===== src/rtl/dp_tx_defs.svh =====
// constants for the source-side link bring-up and training block
`ifndef DP_TX_DEFS_SVH
`define DP_TX_DEFS_SVH

// register offsets (byte addresses)
`define OFS_LINK_RATE_CODE 12'h000
`define OFS_LANE_COUNT 12'h004
`define OFS_ENH_FRAMING 12'h008
`define OFS_TRAIN_PATTERN 12'h00C
`define OFS_SCR_BYPASS 12'h010
`define OFS_SERDES_RESET 12'h01C
`define OFS_SERDES_RATE 12'h020
`define OFS_SERDES_READY 12'h024
`define OFS_TX_ENABLE 12'h080
`define OFS_STREAM_ENABLE 12'h084
`define OFS_SCR_FORCE_RST 12'h0C0
`define OFS_STREAM_ATTR 12'h180
`define OFS_LINE_CODE_CFG 12'h200

// reset values
`define RST_SERDES_RESET 1'h1
`define RST_LINE_CODE_CFG 1'h1
`define RST_SERDES_RATE 8'h00
`define RST_LINK_RATE 8'h00
`define RST_LANE_COUNT 5'h01

// field values
`define PAT_NONE 2'h0
`define PAT_ONE 2'h1
`define PAT_TWO 2'h2
`define PAT_THREE 2'h3
`define SERDES_ALL_READY 6'h3F

// link symbols, reseed period, scrambler seed and taps, last pattern phase
`define SYM_D10_2 8'h4A
`define SYM_D11_6 8'hCB
`define SYM_K28_5 8'hBC
`define SYM_K28_0 8'h1C
`define SYM_IDLE 8'h00
`define BS_PERIOD 9'h1FF
`define LFSR_SEED 16'hFFFF
`define LFSR_TAPS 16'h0039
`define PHASE_LAST 4'h9

`endif


===== src/rtl/dp_tx_pkg.sv =====
// types shared by the source-side training block
`default_nettype none
package dp_tx_pkg;
	// one-hot training state
	typedef enum logic [3:0] {
		TRAIN_OFF = 4'h1,
		TRAIN_TP1 = 4'h2,
		TRAIN_TP2 = 4'h4,
		TRAIN_TP3 = 4'h8
	} trainState_t;

	typedef struct packed {
		logic [7:0] data;
		logic isK;
	} symbol_t;
endpackage
`default_nettype wire


===== src/rtl/scrambler_if.sv =====
// symbol hand-over between datapath selection and the scrambler
`default_nettype none
interface scrambler_if;
	dp_tx_pkg::symbol_t rawSym;
	logic bypass;
	logic seedReset;
	dp_tx_pkg::symbol_t lineSym;

	modport feed (output rawSym, output bypass, output seedReset,
		input lineSym);
	modport scr (input rawSym, input bypass, input seedReset,
		output lineSym);
endinterface
`default_nettype wire


===== src/rtl/scrambler.sv =====
// link-layer scrambler, one symbol per clock, registered output
`include "dp_tx_defs.svh"
`default_nettype none
module scrambler (
	input wire logic clk,
	input wire logic rst_n,
	scrambler_if.scr port
);
	logic [15:0] lfsr;
	logic [15:0] next_lfsr;
	logic [7:0] mask;
	dp_tx_pkg::symbol_t outSym;

	// serial lfsr unrolled over one byte; msb of state is key bit
	function automatic logic [23:0] step8(input logic [15:0] s);
		logic [15:0] st;
		logic [7:0] k;
		st = s;
		k = 8'h00;
		for (int i = 0; i < 8; i++) begin
			k[i] = st[15];
			st = {st[14:0], 1'b0} ^ (st[15] ? `LFSR_TAPS : 16'h0000);
		end
		return {st, k};
	endfunction

	assign {next_lfsr, mask} = step8(lfsr);
	assign port.lineSym = outSym;

	// state advances on every symbol; a seed reset restarts the sequence
	always_ff @(posedge clk) begin
		if (!rst_n || port.seedReset) begin
			lfsr <= `LFSR_SEED;
		end else begin
			lfsr <= next_lfsr;
		end
	end

	// control characters are never scrambled, bypass passes data straight
	always_ff @(posedge clk) begin
		if (!rst_n) begin
			outSym <= '0;
		end else begin
			outSym.isK <= port.rawSym.isK;
			outSym.data <= (port.bypass || port.rawSym.isK) ?
				port.rawSym.data : port.rawSym.data ^ mask;
		end
	end
endmodule
`default_nettype wire


===== src/rtl/dp_tx_link_ctrl.sv =====
// source link bring-up registers, training pattern generator, datapath
`include "dp_tx_defs.svh"
`default_nettype none
module dp_tx_link_ctrl (
	input wire logic clk,
	input wire logic rst_n,
	input wire logic regWrEn,
	input wire logic regRdEn,
	input wire logic [11:0] regAddr,
	input wire logic [31:0] regWrData,
	output logic [31:0] regRdData,
	output logic regRdValid,
	input wire logic [5:0] serdesReadyPins,
	input wire logic [7:0] videoData,
	input wire logic videoIsK,
	output logic [7:0] txData,
	output logic txIsK,
	output logic serdesReset,
	output logic [7:0] serdesRate,
	output logic txEnable,
	output logic lineCodeEnable,
	output logic [4:0] laneCount,
	output logic [7:0] linkRateCode,
	output logic enhancedFraming,
	output logic [31:0] streamAttributes,
	output logic streamEnable,
	output logic trainingActive
);
	scrambler_if scrBus ();

	logic [1:0] patternSel;
	logic scrBypass;
	logic [5:0] readySync1;
	logic [5:0] readySync2;
	logic [5:0] readySync3;
	logic [5:0] readyFlags;
	logic forceScrReset;
	logic [8:0] bsCount;
	logic [3:0] phase;
	dp_tx_pkg::trainState_t state;
	dp_tx_pkg::trainState_t next_state;
	dp_tx_pkg::symbol_t patSym;
	dp_tx_pkg::symbol_t selSym;

	// address decode of writes
	wire wrRate = regWrEn && regAddr == `OFS_LINK_RATE_CODE;
	wire wrLanes = regWrEn && regAddr == `OFS_LANE_COUNT;
	wire wrEnh = regWrEn && regAddr == `OFS_ENH_FRAMING;
	wire wrPat = regWrEn && regAddr == `OFS_TRAIN_PATTERN;
	wire wrByp = regWrEn && regAddr == `OFS_SCR_BYPASS;
	wire wrSRst = regWrEn && regAddr == `OFS_SERDES_RESET;
	wire wrSRate = regWrEn && regAddr == `OFS_SERDES_RATE;
	wire wrTxEn = regWrEn && regAddr == `OFS_TX_ENABLE;
	wire wrStream = regWrEn && regAddr == `OFS_STREAM_ENABLE;
	wire wrForce = regWrEn && regAddr == `OFS_SCR_FORCE_RST;
	wire wrAttr = regWrEn && regAddr == `OFS_STREAM_ATTR;
	wire wrLine = regWrEn && regAddr == `OFS_LINE_CODE_CFG;

	// control registers written by the host
	always_ff @(posedge clk) begin
		if (!rst_n) begin
			linkRateCode <= `RST_LINK_RATE;
			laneCount <= `RST_LANE_COUNT;
			enhancedFraming <= 1'b0;
			patternSel <= `PAT_NONE;
			scrBypass <= 1'b0;
			serdesReset <= `RST_SERDES_RESET;
			serdesRate <= `RST_SERDES_RATE;
		end else begin
			if (wrRate) linkRateCode <= regWrData[7:0];
			if (wrLanes) laneCount <= regWrData[4:0];
			if (wrEnh) enhancedFraming <= regWrData[0];
			if (wrPat) patternSel <= regWrData[1:0];
			if (wrByp) scrBypass <= regWrData[0];
			if (wrSRst) serdesReset <= regWrData[0];
			if (wrSRate) serdesRate <= regWrData[7:0];
		end
	end

	// transmitter, stream and line-code controls
	always_ff @(posedge clk) begin
		if (!rst_n) begin
			txEnable <= 1'b0;
			streamEnable <= 1'b0;
			streamAttributes <= 32'h0000_0000;
			lineCodeEnable <= `RST_LINE_CODE_CFG;
			forceScrReset <= 1'b0;
		end else begin
			if (wrTxEn) txEnable <= regWrData[0];
			if (wrStream) streamEnable <= regWrData[0];
			if (wrAttr) streamAttributes <= regWrData;
			if (wrLine) lineCodeEnable <= regWrData[0];
			forceScrReset <= wrForce && regWrData[0];
		end
	end

	// ready pins cross from the serdes; a change counts once stages agree
	always_ff @(posedge clk) begin
		if (!rst_n) begin
			readySync1 <= 6'h00;
			readySync2 <= 6'h00;
			readySync3 <= 6'h00;
			readyFlags <= 6'h00;
		end else begin
			readySync1 <= serdesReadyPins;
			readySync2 <= readySync1;
			readySync3 <= readySync2;
			// held in reset the serdes reports nothing ready
			if (serdesReset)
				readyFlags <= 6'h00;
			else if (readySync2 == readySync3)
				readyFlags <= readySync3;
		end
	end

	// read mux: write-only and unmapped offsets read as zero
	always_ff @(posedge clk) begin
		if (!rst_n) begin
			regRdValid <= 1'b0;
			regRdData <= 32'h0000_0000;
		end else begin
			regRdValid <= regRdEn;
			if (regRdEn) begin
				case (regAddr)
				`OFS_LINK_RATE_CODE: regRdData <= {24'h0, linkRateCode};
				`OFS_LANE_COUNT: regRdData <= {27'h0, laneCount};
				`OFS_ENH_FRAMING: regRdData <= {31'h0, enhancedFraming};
				`OFS_TRAIN_PATTERN: regRdData <= {30'h0, patternSel};
				`OFS_SCR_BYPASS: regRdData <= {31'h0, scrBypass};
				`OFS_SERDES_RESET: regRdData <= {31'h0, serdesReset};
				`OFS_SERDES_RATE: regRdData <= {24'h0, serdesRate};
				`OFS_SERDES_READY: regRdData <= {26'h0, readyFlags};
				`OFS_TX_ENABLE: regRdData <= {31'h0, txEnable};
				`OFS_STREAM_ENABLE: regRdData <= {31'h0, streamEnable};
				`OFS_STREAM_ATTR: regRdData <= streamAttributes;
				`OFS_LINE_CODE_CFG: regRdData <= {31'h0, lineCodeEnable};
				default: regRdData <= 32'h0000_0000;
				endcase
			end
		end
	end

	// training state follows the selector without delay beyond one edge
	always_comb begin
		case (patternSel)
		`PAT_ONE: next_state = dp_tx_pkg::TRAIN_TP1;
		`PAT_TWO: next_state = dp_tx_pkg::TRAIN_TP2;
		`PAT_THREE: next_state = dp_tx_pkg::TRAIN_TP3;
		default: next_state = dp_tx_pkg::TRAIN_OFF;
		endcase
	end

	// state register and pattern phase; phase restarts on pattern change
	always_ff @(posedge clk) begin
		if (!rst_n) begin
			state <= dp_tx_pkg::TRAIN_OFF;
			phase <= 4'h0;
			trainingActive <= 1'b0;
		end else begin
			state <= next_state;
			trainingActive <= next_state != dp_tx_pkg::TRAIN_OFF;
			if (next_state != state || phase == `PHASE_LAST)
				phase <= 4'h0;
			else
				phase <= phase + 4'h1;
		end
	end

	// pattern 1 is all D10.2; pattern 2 leads with K28.5/D11.6 pairs
	// pattern 3 here alternates K28.5 and D10.2 so it stays distinct
	always_comb begin
		case (state)
		dp_tx_pkg::TRAIN_TP1: patSym = '{`SYM_D10_2, 1'b0};
		// conditional arms are plain concatenations: the symbol is packed
		dp_tx_pkg::TRAIN_TP2: begin
			if (phase < 4'h4)
				patSym = phase[0] ? {`SYM_D11_6, 1'b0} :
					{`SYM_K28_5, 1'b1};
			else
				patSym = '{`SYM_D10_2, 1'b0};
		end
		dp_tx_pkg::TRAIN_TP3: patSym = phase[0] ? {`SYM_D10_2, 1'b0} :
			{`SYM_K28_5, 1'b1};
		default: patSym = '{`SYM_IDLE, 1'b0};
		endcase
	end

	// training blocks video; video only passes with the stream enabled
	assign selSym = (state != dp_tx_pkg::TRAIN_OFF) ? patSym :
		(streamEnable ? {videoData, videoIsK} : {`SYM_IDLE, 1'b0});

	// blanking-start symbols counted only while the stream runs
	wire bsSeen = streamEnable && state == dp_tx_pkg::TRAIN_OFF &&
		videoIsK && videoData == `SYM_K28_0;
	wire bsReset = bsSeen && bsCount == `BS_PERIOD;

	always_ff @(posedge clk) begin
		if (!rst_n || forceScrReset) begin
			bsCount <= 9'h000;
		end else if (bsSeen) begin
			bsCount <= bsCount + 9'h001; // wraps after the 512th
		end
	end

	// patterns always go out plain; video honours the bypass setting
	assign scrBus.rawSym = selSym;
	assign scrBus.bypass = scrBypass || state != dp_tx_pkg::TRAIN_OFF;
	assign scrBus.seedReset = forceScrReset || bsReset;

	scrambler u_scrambler (
		.clk(clk),
		.rst_n(rst_n),
		.port(scrBus.scr)
	);

	// lane output: nothing leaves while the transmitter is off
	always_ff @(posedge clk) begin
		if (!rst_n) begin
			txData <= `SYM_IDLE;
			txIsK <= 1'b0;
		end else begin
			txData <= txEnable ? scrBus.lineSym.data : `SYM_IDLE;
			txIsK <= txEnable && scrBus.lineSym.isK;
		end
	end
endmodule
`default_nettype wire


===== config.mk =====
export PLATFORM = sky130hd
export DESIGN_NAME = dp_tx_link_ctrl
export DESIGN_NICKNAME = d
export VERILOG_FILES = /design/src/rtl/dp_tx_pkg.sv /design/src/rtl/scrambler_if.sv /design/src/rtl/scrambler.sv /design/src/rtl/dp_tx_link_ctrl.sv
export VERILOG_INCLUDE_DIRS = /design/src /design/src/rtl
export SDC_FILE = /design/constraint.sdc
export NUM_CORES = 1
export LEC_CHECK = 0
export BUFFER_PORTS_ARGS = -buffer_cell sky130_fd_sc_hd__buf_2
export CORE_UTILIZATION = 34
export DETAILED_ROUTE_END_ITERATION = 10
export GPL_TIMING_DRIVEN = 0
export PLACE_DENSITY_LB_ADDON = 0.08
export SLEW_MARGIN = 20
export SYNTH_ARGS = -nofsm -noshare
export SYNTH_HDL_FRONTEND = slang
export SYNTH_SLANG_ARGS = --single-unit

===== constraint.sdc =====
create_clock -name clk -period 6 [get_ports clk]
set_input_delay 1.2 -clock clk [delete_from_list [all_inputs] [get_ports clk]]
set_output_delay 1.2 -clock clk [all_outputs]
set_load 0.01 [all_outputs]

======== Yosys cells after proc, flatten, opt, wreduce, memory -nomap -nowiden ========
Index checks and enable logic that the tools add are counted.
W data, S select, Z words.
operators by class
  add/sub/neg operators ................... 2
  multipliers ............................. 0
  div/mod/pow operators ................... 0
  order comparisons ....................... 1
  equal/unequal tests ..................... 26
  shift-type cells ........................ 0
  multiplexer cells ....................... 17
  bitwise logic cells ..................... 10
  reductions and logical operators ........ 29
operators by type and width
  cell                    count
  $pmux W32 S12           1
  $xor A16 B16 Y16        8
  $mux W6                 8
  $eq A12 B8 Y1 const B   3
  $mux W9                 4
  $pmux W9 S3             1
  $eq A12 B4 Y1 const B   2
  $eq A12 B5 Y1 const B   2
  $eq A12 B6 Y1 const B   2
  $logic_and A1 B1 Y1     18
  $mux W8                 2
  $eq A12 B10 Y1 const B  1
  $eq A12 B3 Y1 const B   1
  $eq A12 B9 Y1 const B   1
  $logic_not A12 Y1       1
  $pmux W4 S3             1
  $add A9 B1 Y9 const B   1
  $eq A9 B9 Y1 const B    1
  $eq A4 B4 Y1 const B    2
  $eq A8 B5 Y1 const B    1
  $ne A4 B1 Y1 const B    2
  $xor A8 B8 Y8           1
  $eq A6 B6 Y1            1
  $logic_or A1 B1 Y1      6
  other kinds (12)        14
storage, ports and cells
  bits in registers ....................... 171
  latch bits .............................. 0
  memory bits (writable) .................. 0
  bits in read-only memories .............. 0
  input bits .............................. 63
  output and inout port bits .............. 101
  logic and storage cells ................. 112
  memories ................................ 0

======== Logic depth before layout (Yosys ltp) ========
  word-level depth ........................ 16
  depth in mapped cells ................... 8
  gate-level depth less buffers ........... 6

======== Modules after synthesis ========
From an unflattened synthesis, not the netlist that was laid out.
second synthesis, totals
  cells, all modules ...................... 778
  area, all modules ....................... 7,189.4 µm²
by module, submodules not included
  module           times used  cells an instance  area each (µm²)  sequential area each (µm²)
  dp_tx_link_ctrl  1           686                6,154.7          2,922.8
  scrambler        1           92                 1,034.7          500.5

======== Least setup slack after synthesis ========
Ideal clock, no wire load.
  kind .................................... input port to flip-flop
  start ................................... input regAddr[2]
  end ..................................... register streamAttributes[10]
  setup time .............................. 0.070 ns
  arrival time ............................ 2.850 ns
  required time ........................... 5.930 ns
  setup slack ............................. 3.080 ns
  stages on the path ...................... 8
  path buffers ............................ 3
  cell sequence ........................... buf_2 or4_4 nor4_4 and2_1 buf_4 buf_6 nand2_1 a21boi_1
between the ends
  cells in the longest elaborated chain, start to end .. 2
ends and longest elaborated chain
  what                                  line                   RTL
  start, declared                       dp_tx_link_ctrl.sv:9   input wire logic [11:0] regAddr,
  $eq A12 B9 Y1                         n/a
  $logic_and A1 B1 Y1 (no source line)  n/a
  end signal, assigned                  dp_tx_link_ctrl.sv:91  if (wrAttr) streamAttributes <= regWrData;
  end, declared                         dp_tx_link_ctrl.sv:25  output logic [31:0] streamAttributes,
No other way between the ends.
A chain may end at the register's enable or synchronous reset.

======== Final worst setup path ========
  start ................................... input regAddr[9]
  end ..................................... register laneCount[2]
between the ends
  cells in the longest elaborated chain, start to end .. 2
ends and longest elaborated chain
  what                                  line                   RTL
  $eq A12 B3 Y1                         n/a
  $logic_and A1 B1 Y1 (no source line)  n/a
  end signal, assigned                  dp_tx_link_ctrl.sv:63  laneCount <= `RST_LANE_COUNT;
  end signal, assigned                  dp_tx_link_ctrl.sv:71  if (wrLanes) laneCount <= regWrData[4:0];
  end, declared                         dp_tx_link_ctrl.sv:22  output logic [4:0] laneCount,
No other way between the ends.

==> summary.md <==
| Metric | Value |
|---|---|
| Hpwl dp | 15200 um |
| Final ANT Viol Nets | 0 |
| Total global routing overflow | 0 |
| Chip width | 147 um |
| CP cell instances | buf_2 -> nor4_1 -> clkbuf_1 -> nand3_1 -> nor2_1 -> nand2_1 -> a21boi_0 |
| Hold/Removal Path Class | reg -> reg |
| Mapped Area | 0.00713 mm^2 |
| Fmax achieved | 314 MHz |
| Syn Nets | 862 |
| Drt via density | 4.86 |
| I/O pin total | 164 |
| Setup Fix Bufs, Post-CTS | 0 |
| Pwr Density | 292 mW/mm^2 |
| Row count | 52 |
| Leak | 0.00359 uW |
| Num CTS Buffers | 17 |
| CP max stage delay | 0.63 ns |
| Die Ht | 147 um |
| Share of layout cells above drive strength 1 | 22.0% |
| CTS Sinks | 171 |
| CTS Root Cell | clkbuf_16 |
| Final Max Slew Viols | 0 |
| DR iter-0 viols | 370 |
| Vias in the first global route | 5645 |
| Drt wl/cell | 16.3 um |
| Ys async rst share | 0% |
| Number of synthesized flops with an enable pin | 0 |
| Setup TNS | 0 ns |
| Avg Inst Size Synth | 8.97 um^2 |
| Crit-path max FO | 10 |
| Area Overhead vs Synth | 24.1% |
| CP Class | in -> reg |
| Drt total wl | 20500 um |
| Clock Tree Buf Depth | 2 |
| Worst Setup End Kind | flop |
| Delay-heaviest family, CP | simple AND/OR/NAND/NOR gates |
| Endpoints failing hold | 0 |
| Post-Layout Cell Count | 1258 |
| Max_cap viols | 0 |
| Synth warn | 0 |
| CP required | 6.35 ns |
| RSZ-0062 raised after global routing | false |
| Drt pass-1 iters | 5 |
| Seq/Total Area, Yosys | 48.0% |
| Die area | 0.0216 mm^2 |
| Setup violations, final | 0 |
| FF/Latch Area | 0.00342 mm^2 |
| Inst Count DP | 1226 |
| IO buf count | 161 |
| FILL cells | 2147 |
| Critical-path top delay cell | nor4_1 |
| FF+latch count, synth | 171 |
| Total track usage | 19.4% |
| Post-CTS resize count | 0 |
| Main synth FF type | dfxtp_1 |
| Final GP Congestion | 0.770 |
| Worst Setup Start Kind | input port |
| Maximum VDD drop | 0.000191 V |
| Tmin final | 3.18 ns |
| Final period util | 53.1% |
| N_diodes | 0 |
| Footprint of the multi-input gates | 0.00344 mm^2 |
| CTS tree | done |
| Slew margin rel. | 33.9% |
| First-pass GRT wire length | 32100 um |
| Crit path buf inv count | 2 |
| Total number of vias | 6115 |
| Clock latency on the worst-skew pair | 0.43 ns |
| Nets@finish | 1042 |
| Run status | finished, final reports clean |
| Largest net degree at the start of global routing | 17 |
| WP data arrival | 3.54 ns |
| Reg clk slew, reported paths | 0.07 ns |
| Starting Density | 34.9% |
| Core area | 0.0204 mm^2 |
| Smallest hold slack | 0.406 ns |
| Worst slew pin tran | 0.984 ns |
| Hold_buf cts | 0 |
| Unique masters post-synth | 59 |
| CTS H-tree lvls | 4 |
| Post-synthesis cell count | 795 |
| Final Skew | 0.00883 ns |
| Detailed-route DRC error count | 0 |
| Initial antenna violation count | 1 |
==> flip-flops by register name, summed over array words and instances (netlist names), 2 cells and up <==
register and count:
regRdData 32, streamAttributes 32, u_scrambler.lfsr 16, bsCount 9
u_scrambler.port.lineSym 9, linkRateCode 8, serdesRate 8, txData 8
readyFlags 6, readySync1 6, readySync2 6, readySync3 6
laneCount 5, phase 4, state 4, patternSel 2
==> area by class of cell <==
class	instances	share of cell area [%]
timing repair buffer	161	9.10
clock buffer	18	4.96
tap	270	3.82
clock inverter	14	1.55
multi-input combinational	563	38.8
sequential	171	38.7
inverter	8	0.339
buffer	53	2.76
==> layout by cell type, fill, tap and decap left out, types with 4 or more instances in the layout <==
master | Yosys | routed
nor3_1 | 4 | 4
nand2_1 | 152 | 152
clkinv_4 | 0 | 4
clkbuf_16 | 0 | 17
dfxtp_1 | 171 | 171
nor4_1 | 11 | 11
nor4b_1 | 5 | 5
nand3_1 | 56 | 56
xnor2_1 | 30 | 30
a32o_1 | 5 | 5
mux2i_1 | 18 | 18
a21boi_0 | 40 | 40
buf_2 | 6 | 167
ha_1 | 4 | 4
nand2b_1 | 11 | 11
buf_6 | 4 | 4
nor2b_1 | 9 | 9
o21ai_0 | 22 | 22
xor2_1 | 14 | 14
nand4_1 | 8 | 8
a21oi_1 | 11 | 11
and2_1 | 30 | 30
buf_1 | 4 | 4
o2bb2ai_1 | 4 | 4
inv_1 | 7 | 7
clkbuf_1 | 37 | 37
and3_1 | 14 | 14
nor2_1 | 33 | 33
clkinvlp_4 | 0 | 4
a21boi_1 | 38 | 38
==> routing by layer <==
layer	vias up	wire length, um	global-route usage (%)
met1	2857	10100	27.6
met2	157	9020	29.1
met4	0	217	5.68
met5	-	0	0
li1	3084	-	-
met3	17	1160	4.35
==> logic make-up after synthesis <==
logic type	share of synthesized area (%)
xor gates and xnor gates	5.40
adders and majority gates	0.842
and+or+nand+nor	24.8
buffers and inverters	3.84
DFF	48.0
AOI/OAI and AO/OA	14.4
muxes	2.68
==> per-stage QoR <==
step / cell area (um^2) / power [uW] / setup WS (ns) / util (%)
finish: 8850 / 2590 / 2.82 / 43.3
CTS: 8850 / 2620 / 2.85 / 43.3
detailed placement: 8280 / 1540 / 2.42 / 40.5
global route: 8850 / 2700 / 2.60 / 43.3
global placement: 8280 / 1540 / 2.43 / 40.5
floorplan: 7130 / 1460 / 3.08 / -
==> worst paths after layout <==
kind | slack (ns) | start | to | cells past startpoint
min | 0.41 | u_scrambler.lfsr[7] | u_scrambler.lfsr[15] | 1
max reg2reg | 3.59 | state[2] | u_scrambler.lfsr[7] | 7
min reg2reg | 0.41 | u_scrambler.lfsr[7] | u_scrambler.lfsr[15] | 1
max | 2.82 | regAddr[9] | laneCount[2] | 7
==> synth_stat cells, types with 2 or more instances <==
cell type,number,area [um^2]
a221oi_1,2,17.5
o21ai_0,22,110
or2_2,3,18.8
xor2_1,14,123
nor3_1,4,20.0
a222oi_1,2,20.0
nor4_1,11,68.8
nor2b_1,9,56.3
xnor2_1,30,263
and4b_1,3,30.0
buf_6,4,45.0
buf_4,2,15.0
nand4b_1,2,17.5
a21boi_1,38,285
or4b_2,3,30.0
ha_1,4,50.1
a21boi_0,40,300
clkbuf_1,37,139
nand2_1,152,571
and3_1,14,87.6
nor4b_1,5,43.8
dfxtp_1,171,3420
nand4_1,8,50.1
a21oi_1,11,55.1
and2_1,30,188
buf_1,4,15.0
buf_2,6,30.0
nand2b_1,11,68.8
mux2i_1,18,180
a211oi_1,2,15.0
nor2_1,33,124
nand3_1,56,280
a22oi_1,3,22.5
a32o_1,5,50.1
o2bb2ai_1,4,35.0
inv_1,7,26.3
nor4bb_1,3,30.0
==> report_power, final <==
part | switching [uW] | internal, uW
clock | 487 | 591
combinational | 134 | 141
sequential | 40.8 | 1190
total | 662 | 1930
Note: power is estimated with default switching activity, not from simulation.
